### src/design/lspc_pkg.sv
// package: register map, fields and constants of the link status and pin config block
// ==========================================================================
package lspc_pkg;
  // ========================================================================
  // register offsets
  localparam logic [7:0] ERR_CLEAR_ADDR = 8'h04;
  localparam logic [7:0] STATUS_ADDR = 8'h0C;
  localparam logic [7:0] PIN0_ADDR = 8'h0D;
  localparam logic [7:0] PIN12_ADDR = 8'h0E;
  localparam logic [7:0] PORT_SEL_ADDR = 8'h1E;
  localparam logic [7:0] IRQ_STATUS_ADDR = 8'h20;
  localparam logic [7:0] IRQ_MASK_ADDR = 8'h21;
  // ========================================================================
  // field positions
  localparam int ERR_CLEAR_BIT = 5;
  localparam int PORT_SEL_BIT = 0;
  localparam int ST_INPUT_ERR = 6;
  localparam int ST_LANE_ERR = 5;
  localparam int ST_LINK_LOST = 4;
  localparam int ST_SELFTEST = 3;
  localparam int ST_PCLK = 2;
  localparam int ST_FAR_CRC = 1;
  localparam int ST_LINK_DET = 0;
  localparam int LEVEL_LO = 3;
  localparam int LEVEL_HI = 7;
  localparam int MODE_HI_LSB = 4;
  // ========================================================================
  // reset values and identity
  localparam logic [3:0] CFG_RESET = 4'h0;
  // arbitrary neutral revision value
  localparam logic [3:0] REVISION_DEFAULT = 4'h5;
  // ========================================================================
  // pin modes
  typedef enum logic [2:0] {
    LSPC_MODE_OUT = 3'h1,
    LSPC_MODE_IN = 3'h3,
    LSPC_MODE_HOLD = 3'h5,
    LSPC_MODE_DEFAULT = 3'h7
  } lspc_mode_t;
  localparam logic [1:0] MODE_FUNC_LOW = 2'h0;
  localparam logic [1:0] MODE_TRI_LOW = 2'h2;
endpackage : lspc_pkg

### src/design/lspc_link_status_pin_config.sv
// module: link status register and three-pin config with port steering
//
// The strobed register port is this design's own decision.
`timescale 1ns/1ps
`default_nettype none
module lspc_link_status_pin_config #(
  parameter logic [3:0] SILICON_REVISION = lspc_pkg::REVISION_DEFAULT
) (
  // clock and reset
  input wire logic clock,
  input wire logic reset_n,
  // register port
  input wire logic [7:0] regAddr,
  input wire logic [7:0] regWriteData,
  input wire logic regWrite,
  input wire logic regRead,
  output logic [7:0] regReadData,
  // display input error sources, one set per input
  input wire logic [4:0] inputErrA,
  input wire logic [4:0] inputErrB,
  input wire logic [1:0] laneErrA,
  input wire logic [1:0] laneErrB,
  input wire logic dualInputMode,
  // per serial port status, index 1 is the second port
  input wire logic [1:0] linkLostEvent,
  input wire logic [1:0] selftestCrcEvent,
  input wire logic [1:0] selftestRestart,
  input wire logic [1:0] farCrcEvent,
  input wire logic [1:0] pixelClockValid,
  input wire logic [1:0] cableDetect,
  input wire logic [1:0] linkUp,
  // remote pin data per port, bits are pins 0 to 2
  input wire logic [2:0] remoteData0,
  input wire logic [2:0] remoteData1,
  // pins: port 0 on bits 2:0, port 1 on bits 5:3
  input wire logic [5:0] pinIn,
  output logic [5:0] pinOut,
  output logic [5:0] pinOe,
  // pin inputs and functional inputs to the core
  output logic [5:0] pinInputValue,
  output logic [5:0] functionalInput,
  // interrupt
  output logic irq
);
  // ==========================================================================
  // config storage, both ports
  logic portSel;
  logic [7:0] pin0Cfg [2];
  logic [7:0] pin12Cfg [2];
  logic [6:0] linkLost;
  logic [1:0] linkLostFlag;
  logic [1:0] selftestFlag;
  logic [1:0] farCrcFlag;
  logic [6:0] irqStatus;
  logic [6:0] irqMask;
  logic [6:0] statusView;
  logic errClear;
  logic [5:0] syncA;
  logic [5:0] syncB;
  logic [5:0] syncC;
  logic [5:0] pinStable;
  logic [5:0] holdLevel;
  logic [6:0] events;

  // ==========================================================================
  // write decode, shared by the clear, port select and interrupt register targets
  function automatic logic writeHit(input logic strobe, input logic [7:0] addr,
                                    input logic [7:0] target);
    logic hit;
    hit = strobe && (addr == target);
    return hit;
  endfunction : writeHit

  // clear is a strobe only, nothing stored
  assign errClear = writeHit(regWrite, regAddr, lspc_pkg::ERR_CLEAR_ADDR)
    && regWriteData[lspc_pkg::ERR_CLEAR_BIT];

  always_ff @(posedge clock or negedge reset_n) begin
    if (!reset_n) begin
      portSel <= 1'b0;
    end else if (writeHit(regWrite, regAddr, lspc_pkg::PORT_SEL_ADDR)) begin
      portSel <= regWriteData[lspc_pkg::PORT_SEL_BIT];
    end
  end

  // writes go to the selected port copy
  always_ff @(posedge clock or negedge reset_n) begin
    if (!reset_n) begin
      pin0Cfg[0] <= 8'h00;
      pin0Cfg[1] <= 8'h00;
      pin12Cfg[0] <= 8'h00;
      pin12Cfg[1] <= 8'h00;
    end else if (regWrite) begin
      if (regAddr == lspc_pkg::PIN0_ADDR) begin
        pin0Cfg[portSel] <= {lspc_pkg::CFG_RESET, regWriteData[3:0]};
      end
      if (regAddr == lspc_pkg::PIN12_ADDR) begin
        pin12Cfg[portSel] <= regWriteData;
      end
    end
  end

  // ==========================================================================
  // sticky link flags, set wins over clear
  genvar p;
  generate
    for (p = 0; p < 2; p++) begin : gFlags
      always_ff @(posedge clock or negedge reset_n) begin
        if (!reset_n) begin
          linkLostFlag[p] <= 1'b0;
        end else if (linkLostEvent[p]) begin
          linkLostFlag[p] <= 1'b1;
        end else if (errClear) begin
          linkLostFlag[p] <= 1'b0;
        end
      end
      always_ff @(posedge clock or negedge reset_n) begin
        if (!reset_n) begin
          selftestFlag[p] <= 1'b0;
        end else if (selftestCrcEvent[p]) begin
          selftestFlag[p] <= 1'b1;
        end else if (errClear || selftestRestart[p]) begin
          selftestFlag[p] <= 1'b0;
        end
      end
      // far-end CRC flag cleared by loss or clear
      always_ff @(posedge clock or negedge reset_n) begin
        if (!reset_n) begin
          farCrcFlag[p] <= 1'b0;
        end else if (farCrcEvent[p]) begin
          farCrcFlag[p] <= 1'b1;
        end else if (errClear || linkLostEvent[p]) begin
          farCrcFlag[p] <= 1'b0;
        end
      end
    end
  endgenerate

  // ==========================================================================
  // status view
  always_comb begin
    statusView = 7'h00;
    // input error OR, not cleared by read
    statusView[lspc_pkg::ST_INPUT_ERR] = (|inputErrA) || (dualInputMode && (|inputErrB));
    // lane error OR of input A, and of input B in dual input mode
    statusView[lspc_pkg::ST_LANE_ERR] = (|laneErrA) || (dualInputMode && (|laneErrB));
    statusView[lspc_pkg::ST_LINK_LOST] = linkLostFlag[portSel];
    statusView[lspc_pkg::ST_SELFTEST] = selftestFlag[portSel];
    // pixel clock valid of selected port
    statusView[lspc_pkg::ST_PCLK] = pixelClockValid[portSel];
    statusView[lspc_pkg::ST_FAR_CRC] = farCrcFlag[portSel];
    statusView[lspc_pkg::ST_LINK_DET] = cableDetect[portSel];
  end
  assign linkLost = statusView;

  // ==========================================================================
  // interrupts: events from rising status, write one to clear
  logic [6:0] statusPrev;
  always_ff @(posedge clock or negedge reset_n) begin
    if (!reset_n) begin
      statusPrev <= 7'h00;
    end else begin
      statusPrev <= linkLost;
    end
  end
  assign events = linkLost & ~statusPrev;

  always_ff @(posedge clock or negedge reset_n) begin
    if (!reset_n) begin
      irqStatus <= 7'h00;
    end else if (writeHit(regWrite, regAddr, lspc_pkg::IRQ_STATUS_ADDR)) begin
      irqStatus <= (irqStatus & ~regWriteData[6:0]) | events;
    end else begin
      irqStatus <= irqStatus | events;
    end
  end

  always_ff @(posedge clock or negedge reset_n) begin
    if (!reset_n) begin
      irqMask <= 7'h00;
    end else if (writeHit(regWrite, regAddr, lspc_pkg::IRQ_MASK_ADDR)) begin
      irqMask <= regWriteData[6:0];
    end
  end
  assign irq = |(irqStatus & irqMask);

  // ==========================================================================
  // register read, data the cycle after the strobe
  logic [7:0] next_readData;
  always_comb begin
    next_readData = 8'h00;
    if (regRead) begin
      case (regAddr)
        lspc_pkg::STATUS_ADDR: next_readData = {1'b0, linkLost};
        lspc_pkg::PIN0_ADDR: next_readData = {SILICON_REVISION, pin0Cfg[portSel][3:0]};
        lspc_pkg::PIN12_ADDR: next_readData = pin12Cfg[portSel];
        lspc_pkg::PORT_SEL_ADDR: next_readData = {7'h00, portSel};
        lspc_pkg::IRQ_STATUS_ADDR: next_readData = {1'b0, irqStatus};
        lspc_pkg::IRQ_MASK_ADDR: next_readData = {1'b0, irqMask};
        default: next_readData = 8'h00;
      endcase
    end
  end

  // zero outside the answer cycle, so a stale value never looks like data
  always_ff @(posedge clock or negedge reset_n) begin
    if (!reset_n) begin
      regReadData <= 8'h00;
    end else begin
      regReadData <= next_readData;
    end
  end

  // ==========================================================================
  // pin input synchronisers: change counts when stages two and three agree
  always_ff @(posedge clock or negedge reset_n) begin
    if (!reset_n) begin
      syncA <= 6'h00;
      syncB <= 6'h00;
      syncC <= 6'h00;
      pinStable <= 6'h00;
    end else begin
      syncA <= pinIn;
      syncB <= syncA;
      syncC <= syncB;
      // per pin, so a bouncing neighbour never delays a settled pin
      for (int b = 0; b < 6; b++) begin
        if (syncB[b] == syncC[b]) begin
          pinStable[b] <= syncC[b];
        end
      end
    end
  end

  // ==========================================================================
  // pin drivers
  function automatic logic [2:0] pinMode(input logic [7:0] p0, input logic [7:0] p12,
                                         input int idx);
    logic [2:0] m;
    m = 3'h0;
    case (idx)
      0: m = p0[2:0];
      1: m = p12[2:0];
      default: m = p12[lspc_pkg::MODE_HI_LSB +: 3];
    endcase
    return m;
  endfunction : pinMode

  function automatic logic pinLevel(input logic [7:0] p0, input logic [7:0] p12,
                                    input int idx);
    logic l;
    l = 1'b0;
    case (idx)
      0: l = p0[lspc_pkg::LEVEL_LO];
      1: l = p12[lspc_pkg::LEVEL_LO];
      default: l = p12[lspc_pkg::LEVEL_HI];
    endcase
    return l;
  endfunction : pinLevel

  genvar q;
  generate
    for (q = 0; q < 6; q++) begin : gPins
      localparam int PORT = q / 3;
      localparam int IDX = q % 3;
      logic [2:0] mode;
      logic level;
      logic remote;
      logic next_out;
      logic next_oe;
      assign mode = pinMode(pin0Cfg[PORT], pin12Cfg[PORT], IDX);
      assign level = pinLevel(pin0Cfg[PORT], pin12Cfg[PORT], IDX);
      assign remote = (PORT == 0) ? remoteData0[IDX] : remoteData1[IDX];

      // hold the last remote level while link is down
      always_ff @(posedge clock or negedge reset_n) begin
        if (!reset_n) begin
          holdLevel[q] <= 1'b0;
        end else if (linkUp[PORT]) begin
          holdLevel[q] <= remote;
        end
      end

      always_comb begin
        next_out = 1'b0;
        next_oe = 1'b0;
        case (mode)
          // local level in local output mode; default mode also uses it while link is down
          lspc_pkg::LSPC_MODE_OUT: begin
            next_out = level;
            next_oe = 1'b1;
          end
          lspc_pkg::LSPC_MODE_HOLD: begin
            next_out = linkUp[PORT] ? remote : holdLevel[q];
            next_oe = 1'b1;
          end
          lspc_pkg::LSPC_MODE_DEFAULT: begin
            next_out = linkUp[PORT] ? remote : level;
            next_oe = 1'b1;
          end
          // functional input, tri-state, general input undriven
          default: begin
            next_out = 1'b0;
            next_oe = 1'b0;
          end
        endcase
      end

      // registered pin drive, no glitch while a mode write lands
      always_ff @(posedge clock or negedge reset_n) begin
        if (!reset_n) begin
          pinOut[q] <= 1'b0;
          pinOe[q] <= 1'b0;
        end else begin
          pinOut[q] <= next_out;
          pinOe[q] <= next_oe;
        end
      end

      always_ff @(posedge clock or negedge reset_n) begin
        if (!reset_n) begin
          functionalInput[q] <= 1'b0;
          pinInputValue[q] <= 1'b0;
        end else begin
          functionalInput[q] <= (mode[1:0] == lspc_pkg::MODE_FUNC_LOW) ? pinStable[q] : 1'b0;
          pinInputValue[q] <= (mode == lspc_pkg::LSPC_MODE_IN) ? pinStable[q] : 1'b0;
        end
      end
    end
  endgenerate
endmodule : lspc_link_status_pin_config
`default_nettype wire

### config.mk
export PLATFORM = sky130hd
export DESIGN_NAME = lspc_link_status_pin_config
export DESIGN_NICKNAME = d
export VERILOG_FILES = /design/src/design/lspc_pkg.sv /design/src/design/lspc_link_status_pin_config.sv
export SDC_FILE = /design/constraint.sdc
export NUM_CORES = 1
export LEC_CHECK = 0
export BUFFER_PORTS_ARGS = -buffer_cell sky130_fd_sc_hd__buf_2
export CORE_MARGIN = 4
export CORE_UTILIZATION = 55
export DETAILED_ROUTE_END_ITERATION = 10
export PLACE_DENSITY = 0.8
export SLEW_MARGIN = 40
export SYNTH_ARGS = -nofsm -noshare
export SYNTH_HDL_FRONTEND = slang
export SYNTH_SLANG_ARGS = --single-unit
### constraint.sdc
create_clock -name clock -period 2.1 [get_ports clock]
set_input_delay 0.105 -clock clock [delete_from_list [all_inputs] [get_ports clock]]
set_output_delay 0.105 -clock clock [all_outputs]
set_load 0.05 [all_outputs]
==> results.tsv, run 1 <==
metric	value	unit
fin_cells	640	
dp_hpwl	7790	um
synthArstFlopShare	100	%
clkLatencyLatePin	0.51	ns
via_count	3619	
yosysTopAreaCellShare	60.5	%
period_needed	1.97	ns
cap_violations	0	
setup_violations	0	
rsz0062_at_grt	no	
grt_pass1_vias	3858	
maxSlewViolCount	0	
drc	0	
die_w	101	um
synth_edf_count	0	
die_y	101	um
endpoint_kind	flip-flop	
drive_gt1_share	34.2	%
coreArea	8260	sq um
cts_buffers	17	
cp_data_required_time	2.49	ns
place.gp.congestion	0.869	
clockBufferDepth	2	
ys_seq_area_share	60.5	%
clock-sinks	114	
worst_pin_slew	0.525	ns
p_per_area	884	nW/um^2
synth_cell_types	51	
row_count	33	
synth_nets	422	
place.port_buffers	93	
synthTopCellsByArea	dfrtp_1, mux2_2, mux2i_1	
io_pins	94	
critPathMaxFanout	2	
yosysTopAreaCell	dfrtp_1	
syn_area	4710	sq um
gr-total-overflow	0	
ctsRootBufferMaster	clkbuf_8	
finalHoldViolCount	0	
nets	584	
period_share	93.9	%
synthTopCellsByCount	dfrtp_1, mux2_2, nand2_1	
cts.htree.levels	4	
grt_pass1_wl	20100	um
track_usage	26.4	%
start_kind	primary input	
critPathArrivalTime	2.36	ns
antenna_found_initial	0	
wirelength	12500	um
tns	0	ns
antennaDiodeCount	0	
outcome	finished clean	
netlist_instances	361	
slew-limit-headroom	64.5	%
finClkSkew	0.00778	ns
dr.pass1.iters	5	
clock.fmax	507	MHz
hold_path_class	primary input to flip-flop	
ys_ff_latch	114	
routedWlPerCell	19.6	um
dpl.cell_count	559	
path_class	primary input to flip-flop	
avgSynthCellArea	13.1	sq um
yosys_warnings	0	
cts_tree	built	
drt_iter0_markers	235	
clk_pin_slew	0.06	ns
dieArea	10100	sq um
synth_most_common_cell	dfrtp_1	
syn_to_final_growth	36.5	%
viasPerCell	5.65	
grt_start_max_net_pins	76	
ir_drop	1040	uV
p_leak	2.98	nW
initial_core_util	57.1	%
drtAntennaViolNets	0	
ctsResizeCount	0	
synth_ff_type	dfrtp_1	
==> through the flow <==
stage	util (%)	hold slack [ns]	setup slack [ns]	power (mW)	cell area, sq um
6_report	77.9	0.0202	0.128	5.68	6430
5_1_grt	77.9	0.0241	0.115	5.88	6430
4_1_cts	77.9	0.00691	0.299	5.72	6430
3_5_place_dp	64.8	0.0258	0.267	2.81	5350
3_3_place_gp	64.8	0.0251	0.202	2.79	5350
2_1_floorplan	-	-0.191	0.484	2.59	4710
==> power breakdown <==
| part | internal [mW] | switching (mW) |
|---|---|---|
| clock | 1.86 | 0.965 |
| sequential | 2.29 | 0.0619 |
| combinational | 0.221 | 0.289 |
==> layer usage <==
layer / routed length [um] / global-route usage (%) / vias up
li1: - / - / 1640
met4: 315 / 11.2 / 0
met3: 732 / 5.88 / 32
met2: 6700 / 45.7 / 138
met1: 4790 / 31.6 / 1809
met5: 0 / 0 / -
==> critical path, stage by stage <==
cell,delay [ns]
dlygate4sd3_1,0.55
buf_2,0.12
nor3_1,0.21
dlygate4sd3_1,0.62
nand3_1,0.14
dlygate4sd3_1,0.61
==> state kept, by name, summed over array words and instances (netlist names) <==
name,flops
statusPrev,7
linkLostFlag,2
pinOe,6
syncA,6
functionalInput,6
gPins.level,6
selftestFlag,2
portSel,1
pinStable,6
farCrcFlag,2
syncB,6
gPins.mode,18
irqMask,7
irqStatus,7
syncC,6
regReadData,8
holdLevel,6
pinInputValue,6
pinOut,6
==> cells in the final DEF, fill, tap and decap left out, types with 4 or more instances in the layout <==
| master | Yosys | layout |
|---|---|---|
| nor2_1 | 10 | 10 |
| mux2_2 | 32 | 32 |
| a22o_1 | 7 | 7 |
| nand2_1 | 20 | 20 |
| o21ai_0 | 17 | 17 |
| nor3b_1 | 6 | 6 |
| a31o_2 | 4 | 4 |
| dlygate4sd3_1 | 0 | 50 |
| nor3_1 | 7 | 7 |
| mux2i_1 | 16 | 16 |
| dfrtp_1 | 114 | 114 |
| maj3_1 | 6 | 6 |
| and4_1 | 6 | 6 |
| a21oi_1 | 5 | 5 |
| clkbuf_16 | 0 | 16 |
| inv_1 | 19 | 19 |
| buf_4 | 0 | 9 |
| nand3_1 | 5 | 5 |
| mux2_4 | 8 | 8 |
| a22oi_1 | 10 | 10 |
| a21boi_0 | 8 | 8 |
| nor2b_1 | 7 | 7 |
| buf_2 | 1 | 92 |
==> area by class of cell <==
type / instances / area, sq um
clock buffers: 22 / 453
clock inverters: 9 / 131
fillers: 520 / 1820
inverters: 19 / 71.3
multi-input cells: 219 / 1750
flip-flops and latches: 114 / 2850
well taps: 105 / 131
repair buffers: 152 / 1050
==> worst paths after layout <==
check	depth (start not counted)	startpoint	end	slack [ns]
setup / recovery	6	inputErrA[2]	statusPrev[6]	0.13
hold / removal	3	linkUp[1]	holdLevel[4]	0.02
setup reg to reg	3	portSel	statusPrev[2]	0.32
hold reg to reg	0	syncA[1]	syncB[1]	0.35
max in group asynchronous	3	reset_n	holdLevel[1]	1.38
min in group asynchronous	2	reset_n	pinOe[2]	0.04
==> repair_timing <==
action | CTS | global route
hold buffers | 50 | 0
buffers inserted | 0 | 0
endpoints found under the hold margin | 184 | 0
==> kinds of logic after synthesis <==
group / after synthesis / synth area share [%]
fa+ha+maj: 6 / 1.27
simple gates: 89 / 12.2
mux: 56 / 13.6
flops: 114 / 60.5
compound gates: 68 / 10.0
buf+inv: 28 / 2.42
(Power assumes the default switching activity.)
==> run 2: changes to the inputs <==
CELL_PAD_IN_SITES_DETAIL_PLACEMENT = 0   (was default)
CELL_PAD_IN_SITES_GLOBAL_PLACEMENT = 1   (was default)
CORE_UTILIZATION = 44   (was 55)
PLACE_DENSITY = default   (was 0.8)
PLACE_DENSITY_LB_ADDON = 0.1   (was default)
==> results.tsv, run 2 (synthesis gave the netlist of run 1 again) <==
metric	value	unit	change
wirelength	11400	um	-9.4%
syn_to_final_growth	38.4	%	
hold_path_depth	3		unchanged
cts.htree.levels	4		unchanged
period_needed	1.99	ns	+0.0210 ns
r2r_cells	4		+1
drc	0		unchanged
cts_tree	built		
drt_iter0_markers	233		-0.85%
worst_pin_slew	0.565	ns	+0.0393 ns
routedWlPerCell	16.8	um	-14%
rsz0062_at_grt	no		
viasPerCell	5.08		-10%
crit_start	regAddr[1]		
row_count	37		+12%
clockBufferDepth	2		unchanged
via_count	3444		-4.8%
drtAntennaViolNets	0		unchanged
cap_violations	0		unchanged
io_pins	94		unchanged
r2r-start	portSel		
start_kind	primary input		
critPathArrivalTime	2.39	ns	+0.03 ns
maxSlewViolCount	0		unchanged
grt_pass1_wl	19000	um	-5.7%
outcome	finished clean		
antennaDiodeCount	0		unchanged
p_leak	3.01	nW	+0.85%
place.gp.congestion	0.883		+1.6%
slew-limit-headroom	62.4	%	-2.1 points
critPathMaxFanout	7		+5
gr-total-overflow	0		unchanged
path_class	primary input to flip-flop		
hold_path_class	primary input to flip-flop		
clock-sinks	114		unchanged
place.port_buffers	93		unchanged
p_per_area	837	nW/um^2	-5.3%
clk_pin_slew	0.05	ns	about the same
grt_start_max_net_pins	46		-39%
rrSetupSlack	0.18	ns	-0.14 ns
dr.pass1.iters	4		-1
largest_reg_flops	18		unchanged
antenna_found_initial	0		unchanged
dieArea	12400	sq um	+23%
clkLatencyLatePin	0.52	ns	about the same
dp_hpwl	7850	um	+0.70%
nets	593		+1.5%
final_common_cell	dfrtp_1		
finalHoldViolCount	0		unchanged
initial_core_util	45.4	%	-12 points
die_y	111	um	+11%
ctsRootBufferMaster	clkbuf_8		
finClkSkew	0.00854	ns	+0.000760 ns
cp_data_required_time	2.49	ns	about the same
hp-start	regAddr[5]		
setup_violations	0		unchanged
cts_buffers	17		unchanged
clock.fmax	502	MHz	-1.1%
mostFrequentLayoutCells	dfrtp_1, buf_2, dlygate4sd3_1		
track_usage	19.8	%	-6.6 points
period_share	94.9	%	+1.0 points
coreArea	10400	sq um	+26%
drive_gt1_share	33.6	%	-0.63 points
die_w	111	um	+11%
grt_pass1_vias	3641		-5.6%
tns	0	ns	unchanged
ir_drop	518	uV	-50%
endpoint_kind	flip-flop		
holdWs	0.0834	ns	+0.0632 ns
run 2: cell count changes in the layout (fill, tap and decap cells not counted):
cell	before	now
clkinvlp_4	3	1
clkinv_2	2	3
clkbuf_8	3	6
dlygate4sd3_1	50	59
clkinv_4	1	0
bufinv_16	3	1
clkbuf_1	3	2
run 2: final cells by class:
type	count	area [sq um]
clock inverter	5	52.6
inverter	19	71.3
clock buffer	24	490
multi-input combinational	219	1750
fill	855	3850
timing repair buffer	161	1140
sequential	114	2850
tap	136	170
run 2: worst max-delay path, stage by stage:
cell	delay, ns
dlygate4sd3_1	0.54
buf_2	0.18
nor2_1	0.15
buf_4	0.17
and4_1	0.40
nand2_1	0.09
a21o_1	0.19
dlygate4sd3_1	0.56
run 2: path summary, 6_finish.rpt:
kind                                       end
worst min-delay path            regReadData[7]
max in group asynchronous        statusPrev[3]
min in group asynchronous             pinOe[5]
worst min register to register        syncB[1]
worst max register to register    irqStatus[0]
worst max-delay path              irqStatus[5]
run 2: per-layer routing:
| metal | routed length, um | part of all wire (%) | global-route usage, % | vias up |
|---|---|---|---|---|
| met5 | 0 | 0 | 0 | - |
| met1 | 5070 | 45 | 25.3 | 1681 |
| met4 | 120 | 1.1 | 6.81 | 0 |
| met3 | 579 | 5.1 | 6.85 | 12 |
| li1 | - | - | - | 1662 |
| met2 | 5590 | 49 | 31.6 | 89 |
run 2: per-stage QoR:
stage          worst slack [ns]  instance area (sq um)  std cells  power (mW)  util, %
6_report                  0.107                   6520        678        5.46     62.9
4_1_cts                   0.178                   6520        678        5.53     62.9
3_3_place_gp              0.318                   5390        590        2.80     52.0
2_1_floorplan             0.484                   4710        361        2.59        -
5_1_grt                 0.00908                   6520        678        5.69     62.9
3_5_place_dp              0.343                   5390        590        2.80     52.0
run 2: repair_timing:
action / CTS / global route
endpoints found under the hold margin: 113 / 0
buffers inserted: 0 / 0
hold buffers: 59 / 0
resized for setup: 0 / 0
run 2: power by group:
| group | switching [mW] | leakage (nW) | internal [mW] |
|---|---|---|---|
| Combinational | 0.275 | 1.31 | 0.230 |
| Sequential | 0.0557 | 1.43 | 2.29 |
| Clock | 0.908 | 0.269 | 1.69 |
| Total | 1.24 | 3.01 | 4.22 |
